`src/core/nibp_regs.svh`:
```
// Register offsets, field positions, reset values and timing for the NIBP glue block
`ifndef NIBP_REGS_SVH
`define NIBP_REGS_SVH
// ****************************************
// Register byte offsets
// ****************************************
`define NIBP_OFF_PORT1 8'h00
`define NIBP_OFF_PUMP 8'h04
`define NIBP_OFF_PULSE 8'h08
`define NIBP_OFF_VENT 8'h0C
`define NIBP_OFF_TRIP 8'h10
`define NIBP_OFF_STATUS 8'h14
// ****************************************
// Field positions
// ****************************************
`define NIBP_P1_VENT 3
`define NIBP_P1_ORIF_LSB 4
`define NIBP_PUMP_RUN 0
`define NIBP_PUMP_NEO 1
`define NIBP_PUMP_DUTY_LSB 8
`define NIBP_PULSE_GAIN_LSB 0
`define NIBP_PULSE_OVR 2
`define NIBP_PULSE_CLR 3
`define NIBP_VENT_CPU_EN 0
`define NIBP_VENT_END_DUMP 1
`define NIBP_VENT_BLEED_LSB 8
`define NIBP_TRIP_ADULT_LSB 0
`define NIBP_TRIP_NEO_LSB 16
// ****************************************
// Reset values and codes
// ****************************************
`define NIBP_RST_PORT1 8'h00
`define NIBP_RST_PUMP 32'h0000_8000
`define NIBP_RST_PULSE 32'h0000_0000
`define NIBP_RST_VENT 32'h0000_0000
`define NIBP_RST_TRIP 32'h01E0_03C0
`define NIBP_GAIN_28 2'h0
`define NIBP_GAIN_56 2'h1
`define NIBP_GAIN_111 2'h2
`define NIBP_GAIN_222 2'h3
`define NIBP_BLEED_FULL 8'hFF
// ****************************************
// Memory map boundaries (byte addresses)
// ****************************************
`define NIBP_A_8K 16'h2000
`define NIBP_A_32K 16'h8000
`define NIBP_A_40K 16'hA000
`define NIBP_A_56K 16'hE000
// ****************************************
// Timing
// ****************************************
`define NIBP_MCLK_HZ 10000000
`define NIBP_SAMPLE_HZ 250
`endif

```
`src/core/nibp_pkg.sv`:
```
// Types shared by the NIBP glue block
package nibp_pkg;
  typedef enum logic [1:0] {NIBP_MAP_NONE, NIBP_MAP_PROG, NIBP_MAP_NVRAM, NIBP_MAP_IO} nibp_map_t;
  typedef enum logic [1:0] {NIBP_PUMP_OFF, NIBP_PUMP_FULL, NIBP_PUMP_PWM} nibp_pump_t;
endpackage

```
`src/core/nibp_glue.sv`:
```
// NIBP decode, actuator drive and overpressure interlock
//
// Our own choices: the register offsets and the APB register port.
`timescale 1ns/1ps
`include "nibp_regs.svh"

module nibp_glue #(
  parameter int SAMPLE_DIV = `NIBP_MCLK_HZ / `NIBP_SAMPLE_HZ,
  parameter int PWM_DIV = 4
) (
  input wire logic mclk_i, // 10 MHz clock
  input wire logic rst_i, // Async reset, active high
  input wire logic psel_i, // APB select
  input wire logic penable_i, // APB enable
  input wire logic pwrite_i, // APB direction
  input wire logic [7:0] paddr_i, // APB byte address
  input wire logic [31:0] pwdata_i, // APB write data
  output logic [31:0] prdata_o, // APB read data
  output logic pready_o, // APB ready
  output logic pslverr_o, // APB error, unmapped address
  input wire logic [15:0] cpu_addr_i, // Processor address
  input wire logic module_mode_select_i, // High selects module-mode map
  input wire logic memory_bank_select_i, // Bank bit
  output logic prog_sel_o, // Program memory select
  output logic nvram_sel_o, // Nonvolatile RAM select
  output logic io_sel_o, // Converter I/O select
  input wire logic overpressure_switch_i, // Switch closed, async pin
  input wire logic module_reset_n_i, // Module reset pin, active low
  input wire logic pneu_vent_enable_i, // Pneumatics controller enable pin
  input wire logic [9:0] ovp_code_i, // Overpressure transducer code
  output logic cpu_reset_n_o, // Buffered processor reset
  output logic overpressure_flag_o, // Latched overpressure
  output logic nmi_o, // NMI pulse
  output logic hsi_bit1_o, // Flag copy for confirmation
  output logic vent_valve_ctl_o, // Dump valve, high energises
  output logic orifice_valve_a_o, // Bleed orifice valve
  output logic orifice_valve_b_o, // Bleed orifice valve
  output logic orifice_valve_c_o, // Bleed orifice valve
  output logic orifice_valve_d_o, // Bleed orifice valve, optional
  output logic vent_valve_enable_o, // Gated dump enable
  output logic [7:0] prop_bleed_valve_o, // Proportional bleed drive
  output logic pump_o, // Pump drive, active high
  output logic [1:0] gain_sel_o, // Pulse channel gain code
  output logic pulse_clear_o, // Pulse channel clear
  output logic neonate_flag_n_o, // Low while a neonate is inferred from an open orifice valve
  output logic overpressure_compare_n_o, // Low on transducer trip
  output logic adc_sample_o // Sampling strobe
);

  // ****************************************
  // Decode function
  // ****************************************

  // Alternate map has no I/O window
  function automatic nibp_pkg::nibp_map_t map_decode(
    input logic [15:0] a,
    input logic mode,
    input logic bank
  );
    nibp_pkg::nibp_map_t m;
    m = nibp_pkg::NIBP_MAP_NONE;
    if (!mode) begin
      m = (a < `NIBP_A_32K) ? nibp_pkg::NIBP_MAP_PROG : nibp_pkg::NIBP_MAP_NVRAM;
    end else if (a >= `NIBP_A_56K) begin
      m = nibp_pkg::NIBP_MAP_IO;
    end else if (a >= `NIBP_A_40K) begin
      m = nibp_pkg::NIBP_MAP_NONE;
    end else if (a >= `NIBP_A_32K) begin
      m = nibp_pkg::NIBP_MAP_NVRAM;
    end else if (bank || a < `NIBP_A_8K) begin
      m = nibp_pkg::NIBP_MAP_PROG;
    end else begin
      m = nibp_pkg::NIBP_MAP_NVRAM;
    end
    return m;
  endfunction

  // ****************************************
  // Registers
  // ****************************************
  logic [7:0] port1_q;
  logic [31:0] pump_reg_q;
  logic [31:0] pulse_reg_q;
  logic [31:0] vent_reg_q;
  logic [31:0] trip_reg_q;
  logic [2:0] pin_s1_q;
  logic [2:0] pin_s2_q;
  logic [2:0] pin_s3_q;
  logic [2:0] pin_f_q;
  logic flag_q;
  logic flag_d;
  logic nmi_q;
  logic neo_n_q;
  logic cmp_n_q;
  logic pump_q;
  logic [15:0] samp_cnt_q;
  logic samp_q;
  logic [7:0] pwm_div_q;
  logic pwm_en;
  logic [7:0] pwm_cnt_q;
  logic ready_q;
  logic err_q;
  logic [31:0] rdata_q;
  logic vent_en_q;
  logic vent_ctl_q;
  logic [3:0] orif_q;
  logic [7:0] bleed_q;
  logic [1:0] gain_q;
  logic clr_q;
  logic rst_n_q;
  logic [2:0] sel_q;
  nibp_pkg::nibp_pump_t pump_mode;
  nibp_pkg::nibp_map_t map_now;
  logic apb_setup;
  logic apb_wr;
  logic neo_mode;
  logic vent_en_d;
  logic [9:0] trip_ref;

  // ****************************************
  // APB slave
  // ****************************************

  // Read data and error captured in setup so they come from flip-flops
  assign apb_setup = psel_i & ~penable_i;
  assign apb_wr = psel_i & penable_i & ready_q & pwrite_i & ~err_q;

  // One wait-free access phase: ready follows setup by one edge
  always_ff @(posedge mclk_i or posedge rst_i) begin
    if (rst_i) begin
      ready_q <= 1'b0;
      err_q <= 1'b0;
      rdata_q <= 32'h0000_0000;
    end else begin
      ready_q <= apb_setup;
      if (apb_setup) begin
        err_q <= 1'b0;
        case (paddr_i)
          `NIBP_OFF_PORT1: rdata_q <= {24'h00_0000, port1_q};
          `NIBP_OFF_PUMP: rdata_q <= pump_reg_q;
          `NIBP_OFF_PULSE: rdata_q <= pulse_reg_q;
          `NIBP_OFF_VENT: rdata_q <= vent_reg_q;
          `NIBP_OFF_TRIP: rdata_q <= trip_reg_q;
          `NIBP_OFF_STATUS: rdata_q <= {25'h000_0000, rst_n_q, pin_f_q[0],
            memory_bank_select_i, module_mode_select_i, cmp_n_q, neo_n_q, flag_q};
          default: begin
            rdata_q <= 32'h0000_0000;
            err_q <= 1'b1;
          end
        endcase
      end else if (!psel_i) begin
        err_q <= 1'b0;
      end
    end
  end

  // Software registers; status is read-only, writes there are ignored
  always_ff @(posedge mclk_i or posedge rst_i) begin
    if (rst_i) begin
      port1_q <= `NIBP_RST_PORT1;
      pump_reg_q <= `NIBP_RST_PUMP;
      pulse_reg_q <= `NIBP_RST_PULSE;
      vent_reg_q <= `NIBP_RST_VENT;
      trip_reg_q <= `NIBP_RST_TRIP;
    end else if (apb_wr) begin
      case (paddr_i)
        `NIBP_OFF_PORT1: port1_q <= pwdata_i[7:0];
        `NIBP_OFF_PUMP: pump_reg_q <= pwdata_i;
        `NIBP_OFF_PULSE: pulse_reg_q <= pwdata_i;
        `NIBP_OFF_VENT: vent_reg_q <= pwdata_i;
        `NIBP_OFF_TRIP: trip_reg_q <= pwdata_i;
        default: port1_q <= port1_q;
      endcase
    end
  end

  assign prdata_o = rdata_q;
  assign pready_o = ready_q;
  assign pslverr_o = err_q & ready_q;

  // ****************************************
  // Address decoder
  // ****************************************

  // Registered selects cost one cycle of decode latency
  assign map_now = map_decode(cpu_addr_i, module_mode_select_i, memory_bank_select_i);

  always_ff @(posedge mclk_i or posedge rst_i) begin
    if (rst_i) begin
      sel_q <= 3'h0;
    end else begin
      sel_q[0] <= (map_now == nibp_pkg::NIBP_MAP_PROG);
      sel_q[1] <= (map_now == nibp_pkg::NIBP_MAP_NVRAM);
      sel_q[2] <= (map_now == nibp_pkg::NIBP_MAP_IO);
    end
  end

  assign prog_sel_o = sel_q[0];
  assign nvram_sel_o = sel_q[1];
  assign io_sel_o = sel_q[2];

  // ****************************************
  // Pin synchronisers
  // ****************************************

  // Bit 0 module reset, bit 1 switch, bit 2 pneumatics enable
  // A change is taken only once stages two and three agree
  always_ff @(posedge mclk_i or posedge rst_i) begin
    if (rst_i) begin
      pin_s1_q <= 3'h0;
      pin_s2_q <= 3'h0;
      pin_s3_q <= 3'h0;
      pin_f_q <= 3'h0;
    end else begin
      pin_s1_q <= {pneu_vent_enable_i, overpressure_switch_i, module_reset_n_i};
      pin_s2_q <= pin_s1_q;
      pin_s3_q <= pin_s2_q;
      for (int i = 0; i < 3; i++) begin
        if (pin_s2_q[i] == pin_s3_q[i]) begin
          pin_f_q[i] <= pin_s3_q[i];
        end
      end
    end
  end

  // Processor reset held low through our own reset
  always_ff @(posedge mclk_i or posedge rst_i) begin
    if (rst_i) begin
      rst_n_q <= 1'b0;
    end else begin
      rst_n_q <= pin_f_q[0];
    end
  end

  assign cpu_reset_n_o = rst_n_q;

  // ****************************************
  // Overpressure interlock
  // ****************************************

  // Trip from the clean switch level or the transducer comparator
  assign flag_d = flag_q | pin_f_q[1] | ~cmp_n_q;

  // Sticky: only the block reset clears it, software has no path
  always_ff @(posedge mclk_i or posedge rst_i) begin
    if (rst_i) begin
      flag_q <= 1'b0;
      nmi_q <= 1'b0;
    end else begin
      flag_q <= flag_d;
      nmi_q <= flag_d & ~flag_q;
    end
  end

  assign overpressure_flag_o = flag_q;
  assign hsi_bit1_o = flag_q;
  assign nmi_o = nmi_q;

  // Lower trip point while the neonate flag is low
  assign trip_ref = neo_n_q ? trip_reg_q[`NIBP_TRIP_ADULT_LSB +: 10]
                            : trip_reg_q[`NIBP_TRIP_NEO_LSB +: 10];

  always_ff @(posedge mclk_i or posedge rst_i) begin
    if (rst_i) begin
      cmp_n_q <= 1'b1;
    end else begin
      cmp_n_q <= ~(ovp_code_i > trip_ref);
    end
  end

  assign overpressure_compare_n_o = cmp_n_q;

  // Neonate inference: pump running with any orifice valve open (bit low)
  // Held until pump-up request ends so the trip point does not chatter
  always_ff @(posedge mclk_i or posedge rst_i) begin
    if (rst_i) begin
      neo_n_q <= 1'b1;
    end else if (!pump_reg_q[`NIBP_PUMP_RUN]) begin
      neo_n_q <= 1'b1;
    end else if (pump_q && port1_q[7:`NIBP_P1_ORIF_LSB] != 4'hF) begin
      neo_n_q <= 1'b0;
    end
  end

  assign neonate_flag_n_o = neo_n_q;

  // ****************************************
  // Rate dividers
  // ****************************************

  // Sampling strobe, one cycle wide
  always_ff @(posedge mclk_i or posedge rst_i) begin
    if (rst_i) begin
      samp_cnt_q <= 16'h0000;
      samp_q <= 1'b0;
    end else if (samp_cnt_q == 16'(SAMPLE_DIV - 1)) begin
      samp_cnt_q <= 16'h0000;
      samp_q <= 1'b1;
    end else begin
      samp_cnt_q <= samp_cnt_q + 16'h0001;
      samp_q <= 1'b0;
    end
  end

  assign adc_sample_o = samp_q;

  // PWM step enable and 8-bit ramp
  assign pwm_en = (pwm_div_q == 8'(PWM_DIV - 1));

  always_ff @(posedge mclk_i or posedge rst_i) begin
    if (rst_i) begin
      pwm_div_q <= 8'h00;
      pwm_cnt_q <= 8'h00;
    end else begin
      pwm_div_q <= pwm_en ? 8'h00 : pwm_div_q + 8'h01;
      if (pwm_en) begin
        pwm_cnt_q <= pwm_cnt_q + 8'h01;
      end
    end
  end

  // ****************************************
  // Pump drive
  // ****************************************
  assign neo_mode = pump_reg_q[`NIBP_PUMP_NEO] | ~neo_n_q;

  // Interlock outranks any software request
  always_comb begin
    pump_mode = nibp_pkg::NIBP_PUMP_OFF;
    if (flag_q) begin
      pump_mode = nibp_pkg::NIBP_PUMP_OFF;
    end else if (pump_reg_q[`NIBP_PUMP_RUN]) begin
      pump_mode = pump_reg_q[`NIBP_PUMP_NEO] ? nibp_pkg::NIBP_PUMP_PWM
                                              : nibp_pkg::NIBP_PUMP_FULL;
    end
  end

  always_ff @(posedge mclk_i or posedge rst_i) begin
    if (rst_i) begin
      pump_q <= 1'b0;
    end else begin
      case (pump_mode)
        nibp_pkg::NIBP_PUMP_FULL: pump_q <= 1'b1;
        nibp_pkg::NIBP_PUMP_PWM:
          pump_q <= pwm_cnt_q < pump_reg_q[`NIBP_PUMP_DUTY_LSB +: 8];
        default: pump_q <= 1'b0;
      endcase
    end
  end

  assign pump_o = pump_q;

  // ****************************************
  // Valves
  // ****************************************

  // Both enables must agree; trip or end of measurement vents the cuff
  assign vent_en_d = vent_reg_q[`NIBP_VENT_CPU_EN] & pin_f_q[2] & ~flag_q
                   & ~vent_reg_q[`NIBP_VENT_END_DUMP];

  always_ff @(posedge mclk_i or posedge rst_i) begin
    if (rst_i) begin
      vent_en_q <= 1'b0;
      vent_ctl_q <= 1'b0;
      orif_q <= 4'h0;
      bleed_q <= 8'h00;
    end else begin
      vent_en_q <= vent_en_d;
      vent_ctl_q <= port1_q[`NIBP_P1_VENT] & vent_en_d;
      orif_q <= port1_q[7:`NIBP_P1_ORIF_LSB];
      // Bleed stays at its set opening during the final dump
      bleed_q <= flag_q ? `NIBP_BLEED_FULL
                        : vent_reg_q[`NIBP_VENT_BLEED_LSB +: 8];
    end
  end

  assign vent_valve_enable_o = vent_en_q;
  assign vent_valve_ctl_o = vent_ctl_q;
  assign orifice_valve_a_o = orif_q[0];
  assign orifice_valve_b_o = orif_q[1];
  assign orifice_valve_c_o = orif_q[2];
  assign orifice_valve_d_o = orif_q[3];
  assign prop_bleed_valve_o = bleed_q;

  // ****************************************
  // Pulse channel controls
  // ****************************************

  // Without override the gain follows the patient mode
  always_ff @(posedge mclk_i or posedge rst_i) begin
    if (rst_i) begin
      gain_q <= `NIBP_GAIN_28;
      clr_q <= 1'b0;
    end else begin
      if (pulse_reg_q[`NIBP_PULSE_OVR]) begin
        gain_q <= pulse_reg_q[`NIBP_PULSE_GAIN_LSB +: 2];
      end else begin
        gain_q <= neo_mode ? `NIBP_GAIN_111 : `NIBP_GAIN_28;
      end
      clr_q <= pulse_reg_q[`NIBP_PULSE_CLR];
    end
  end

  assign gain_sel_o = gain_q;
  assign pulse_clear_o = clr_q;

endmodule

```
`config.mk`:
```
export PLATFORM = sky130hd
export DESIGN_NAME = nibp_glue
export DESIGN_NICKNAME = d
export VERILOG_FILES = /design/src/core/nibp_pkg.sv /design/src/core/nibp_glue.sv
export VERILOG_INCLUDE_DIRS = /design/src /design/src/core
export SDC_FILE = /design/constraint.sdc
export NUM_CORES = 1
export LEC_CHECK = 0
export ABC_AREA = 1
export BUFFER_PORTS_ARGS = -buffer_cell sky130_fd_sc_hd__buf_2
export CORE_UTILIZATION = 59
export DETAILED_ROUTE_END_ITERATION = 12
export MAX_ROUTING_LAYER = met4
export PLACE_DENSITY = 0.91
export SLEW_MARGIN = 20
export SYNTH_ARGS = -nofsm -noshare
export SYNTH_HDL_FRONTEND = slang
export SYNTH_SLANG_ARGS = --single-unit
export TNS_END_PERCENT = 1
```
`constraint.sdc`:
```
create_clock -name mclk_i -period 24.5 [get_ports mclk_i]
set_input_delay 4.9 -clock mclk_i [delete_from_list [all_inputs] [get_ports mclk_i]]
set_output_delay 4.9 -clock mclk_i [all_outputs]
set_load 0.01 [all_outputs]
```
### After elaboration in Yosys (flattened, before gate mapping)

Index checks and enable logic that the tools add are counted.

| word-level totals | value |
|---|---|
| register bits after elaboration | 241 |
| input port bits | 76 |
| output and inout bits | 62 |

| cells by class | value |
|---|---|
| add/sub/neg operators | 3 |
| order comparisons | 7 |
| equal/unequal tests | 18 |
| mux-type cells | 23 |
| bitwise gates (word level) | 21 |
| reductions and logical operators | 9 |

Operators with widths:

| operator | number |
|---|---|
| 32-bit case mux with 6 select lines | 1 |
| 16-bit greater-or-equal comparator, second input constant | 3 |
| 2-bit two-way mux | 11 |
| 16-bit by 1-bit adder with 16-bit output, second input constant | 1 |
| 8-bit by 1-bit adder with 8-bit output, second input constant | 2 |
| 16-bit equality test, second input constant | 1 |
| 8-bit by 4-bit equality test with 1-bit output, second input constant | 2 |
| 8-bit by 5-bit equality test with 1-bit output, second input constant | 2 |
| 16-bit by 14-bit < comparator with 1-bit output, second input constant | 1 |
| 16-bit < comparator, second input constant | 1 |
| 16-bit two-way mux | 1 |
| 8-bit two-way mux | 2 |
| 1-bit bitwise AND | 11 |
| 10-bit greater-than comparator | 1 |
| 10-bit two-way mux | 1 |
| 2-bit AND reduction | 5 |
| 8-bit by 2-bit equality test with 1-bit output, second input constant | 1 |
| 8-bit by 3-bit equality test with 1-bit output, second input constant | 1 |
| 8-bit zero test | 1 |
| 8-bit < comparator | 1 |
| 1-bit inverter | 7 |
| 2-bit equality test, second input constant | 3 |
| 1-bit two-way mux | 6 |
| 6-bit OR reduction | 1 |
| other kinds (8) | 14 |

### Logic depth before layout (Yosys ltp)

| logic depth | value |
|---|---|
| word-level depth | 8 |
| depth in mapped cells | 11 |
| depth with buffers taken out | 9 |

### Worst setup path after synthesis

No wires, ideal clock.

| path | value |
|---|---|
| path type | input to register |
| from | input port paddr_i[6] |
| to | register vent_reg_q[0] |
| setup time | 0.124 ns |
| arrival | 5.851 ns |
| setup slack | 18.525 ns |
| stages | 7 |
| buffers on the path | 1 |
| cells stage by stage | inv_1 nand2_2 nor2_4 nand4_4 nor2_8 buf_2 a21oi_1 |

| on the way | value |
|---|---|
| word-level cells in the longest chain between the ends | 2 |

RTL lines:

| element | RTL line | RTL |
|---|---|---|
| start, declared | nibp_glue.sv:16 | `input wire logic [7:0] paddr_i,` |
| 8-bit by 4-bit equality test with 1-bit output | nibp_glue.sv:166 | `case (paddr_i)` |
| 2-bit AND reduction (no source line) | n/a |  |
| end signal, assigned | nibp_glue.sv:163 | `` vent_reg_q <= `NIBP_RST_VENT; `` |
| end signal, assigned | nibp_glue.sv:170 | `` `NIBP_OFF_VENT: vent_reg_q <= pwdata_i; `` |
| end, declared | nibp_glue.sv:84 | `logic [31:0] vent_reg_q;` |

No other way between the ends.
A chain may end at the register's enable or synchronous reset.

### Worst setup path after layout

| path | value |
|---|---|
| from | input port paddr_i[6] |
| to | register vent_reg_q[8] |

The elaborated chain is that of the path after synthesis.

==> results.py <==
metrics = {
    "status": {
        "outcome": "completed",
    },
    "global_route": {
        "grt_pass1_vias": 8983,
        "grt_max_degree": 103,
        "grt_overflow": 0,
        "antenna_found_initial": 3,
        "grt_use_total": 0.297,
        "grt_first_pass_wirelength_mm": 44.4,
    },
    "sta": {
        "rsz0062_at_grt": "no",
        "finalSetupViolCount": 0,
        "finClkSkew_ns": 0.00658,
        "tightest_slew_ns": 1.10,
        "finalCriticalPeriod_ns": 7.24,
        "relSlewSlack": 0.267,
        "drv_slew": 0,
        "finalSetupTns_ns": 0,
        "fmax_ghz": 0.138,
        "finalHoldViolations": 0,
        "final.period_utilization": 0.295,
        "whs_ns": 0.348,
    },
    "cells_and_area": {
        "layout.cells.non_filler": 1581,
        "drive_gt1_frac": 0.153,
        "design_area_sq_mm": 0.0124,
        "areaGrowthSynthToFinish_pct": 14.1,
        "fin_nets": 1430,
    },
    "synthesis": {
        "synth_fp_nets": 1331,
        "yosysMostFrequentCell": "nand2_1",
        "synth_commonest_cells": "nand2_1, dfrtp_1, nand3_1, inv_1, o21ai_0",
        "synthCells": 1233,
        "ys_warn_count": 0,
        "yosysUniqueCellTypes": 41,
        "ys_ff_latch": 241,
        "synth_top_flop_cell": "dfrtp_1",
        "synth-edff-count": 0,
        "synth_top_cell_area_share": 0.527,
        "yosys.area.top_type": "dfrtp_1",
        "yosysSeqAreaShare": 0.554,
        "post_synth.cell_area_avg_sq_um": 8.85,
        "async_flop_share": 1.00,
        "synth_area_leaders": "dfrtp_1, nand2_1, nand3_1, o21ai_0, inv_1",
        "synth_area_sq_mm": 0.0109,
    },
    "power": {
        "p_per_area_mw_per_mm2": 67.1,
        "design_power_total_w": 0.000835,
        "leakage_nw": 6.40,
        "ir_drop_mv": 0.0627,
    },
    "clocking": {
        "clock_path_buffers": 3,
        "cts.sinks": 241,
        "clockRootBuffer": "clkbuf_16",
        "holdBufCountCts": 0,
        "cts_setup_buffers": 0,
        "clk_latency_ns": 0.51,
        "numCtsBuffers": 24,
        "ctsResizeCount": 0,
        "cts_max_level": 1,
        "cts_tree": "yes",
        "clk_pin_slew_ns": 0.06,
    },
    "die": {
        "die_x_um": 138,
        "core_sq_mm": 0.0180,
        "dieArea_sq_mm": 0.0190,
        "ios": 138,
        "die_height_um": 138,
        "start_util": 0.605,
        "row_count": 49,
    },
    "critical_path": {
        "slowest_delay_ns": 0.79,
        "critical_path_class": "in2reg",
        "start_kind": "primary input",
        "end_kind": "register",
        "slowest_stage": "nor2_8",
        "crit_chain": "buf_2 -> inv_1 -> nand2_2 -> nor2_4 -> buf_4 -> nand4_4 -> nor2_8 -> o21ai_0",
        "worstPathRequired_ns": 24.85,
        "cp_num_buf_inv": 3,
        "critical-path-top-delay-family": "simple AND/OR/NAND/NOR gates",
        "crit_fanout": 94,
        "worstPathArrival_ns": 7.58,
    },
    "routing": {
        "via_per_inst": 5.77,
        "drc": 0,
        "drt_iter0_drc": 953,
        "drtPass1Iterations": 5,
        "num_vias": 9120,
        "wirelength_mm": 27.1,
        "ant_nets": 0,
        "wl_per_cell_um": 17.1,
    },
    "place": {
        "placed_area_sq_mm": 0.0116,
        "placed_cells": 1535,
        "io_buffers": 124,
        "gp_congestion": 0.875,
        "hpwl_mm": 16.6,
    },
    "job": {
        "drv_cap": 0,
    },
    "worst_hold_path": {
        "hold_path.class": "reg2reg",
    },
}
[per-layer routing]
layer,part of all wire,GRT usage,vias up
met1,0.40,0.380,4354
met2,0.48,0.475,464
li1,-,-,4217
met3,0.083,0.0499,85
met5,0,-,-
met4,0.037,0.119,0
[final timing paths]
check                       startpoint         endpoint  slack [ns]  depth (start not counted)
setup / recovery            paddr_i[6]    vent_reg_q[8]       17.26                          8
hold / removal             pin_s1_q[0]      pin_s2_q[0]        0.35                          0
setup reg to reg                 err_q  pulse_reg_q[28]       22.43                          5
hold reg to reg            pin_s1_q[0]      pin_s2_q[0]        0.35                          0
max in group asynchronous        rst_i  pulse_reg_q[31]       17.84                          4
min in group asynchronous        rst_i       pin_f_q[2]        4.47                          2
[cell type report]
type | instances | area (sq um)
antenna | 3 | 7.51
clock inverter | 8 | 143
timing repair buffer | 132 | 681
inverter | 117 | 448
multi-input combinational | 816 | 4130
clock buffer | 35 | 713
fill | 1359 | 5580
sequential | 241 | 6040
tap | 229 | 287
[per-stage QoR]
step / util / setup WS [ns]
floorplan: - / 13.00
global placement: 0.643 / 16.95
detailed placement: 0.643 / 16.86
CTS: 0.690 / 17.36
global route: 0.691 / 17.07
finish: 0.691 / 17.26
[flip-flops by register name, indices dropped and copies added (netlist names), 2 cells and up]
signal	count
gain_sel_o	2
orif_q	4
pin_f_q	3
pin_s1_q	3
pin_s2_q	3
pin_s3_q	3
port1_q	8
prdata_o	32
prop_bleed_valve_o	8
pulse_reg_q	32
pump_reg_q	32
pwm_cnt_q	8
pwm_div_q	8
samp_cnt_q	16
sel_q	3
trip_reg_q	32
vent_reg_q	32
[worst register-to-register path, stage by stage (launching register included)]
cell and delay, ns:
dfrtp_1 0.40, nor2_2 0.16, nand3_4 0.18, clkinv_2 0.15
nand3_4 0.59, o21ai_0 0.48
[kinds of logic (layout without fill, tap and decap cells)]
| group | count (synthesis) | in the layout | share of synthesized area |
|---|---|---|---|
| buffers and inverters | 176 | 292 | 0.0688 |
| XOR/XNOR | 21 | 21 | 0.0169 |
| multiplexers | 9 | 9 | 0.00826 |
| AO/OA/AOI/OAI | 181 | 181 | 0.0843 |
| AND/OR/NAND/NOR | 580 | 580 | 0.240 |
| other | 0 | 3 | 0 |
| flip-flops | 241 | 241 | 0.554 |
| adder cells (fa/ha/maj) | 25 | 25 | 0.0280 |
[where the power goes]
part	switching (W)	leakage (nW)	total (W)	internal, W
registers	0.00000337	3.09	0.000405	0.000402
clock network	0.000150	0.418	0.000394	0.000243
logic	0.0000260	2.89	0.0000360	0.00000991
[cells in the final DEF, fill, tap and decap left out, types with 3 or more instances in the layout]
cell type	count
buf_4	8
clkinv_2	4
clkbuf_1	5
mux2i_1	9
nor2_1	91
dfrtp_1	230
diode_2	3
nor3_1	14
nand2_1	274
a21oi_1	51
clkbuf_8	5
xor2_1	18
nor2_4	6
nor2_2	4
o21ai_1	21
clkbuf_16	25
nand3_1	157
inv_1	112
maj3_1	3
o21ai_0	104
nand4_1	17
buf_2	124
bufinv_16	4
ha_1	22
nand3_4	3
dfstp_2	11
xnor2_1	3
No activity file was read; power rests on OpenSTA's default activity.
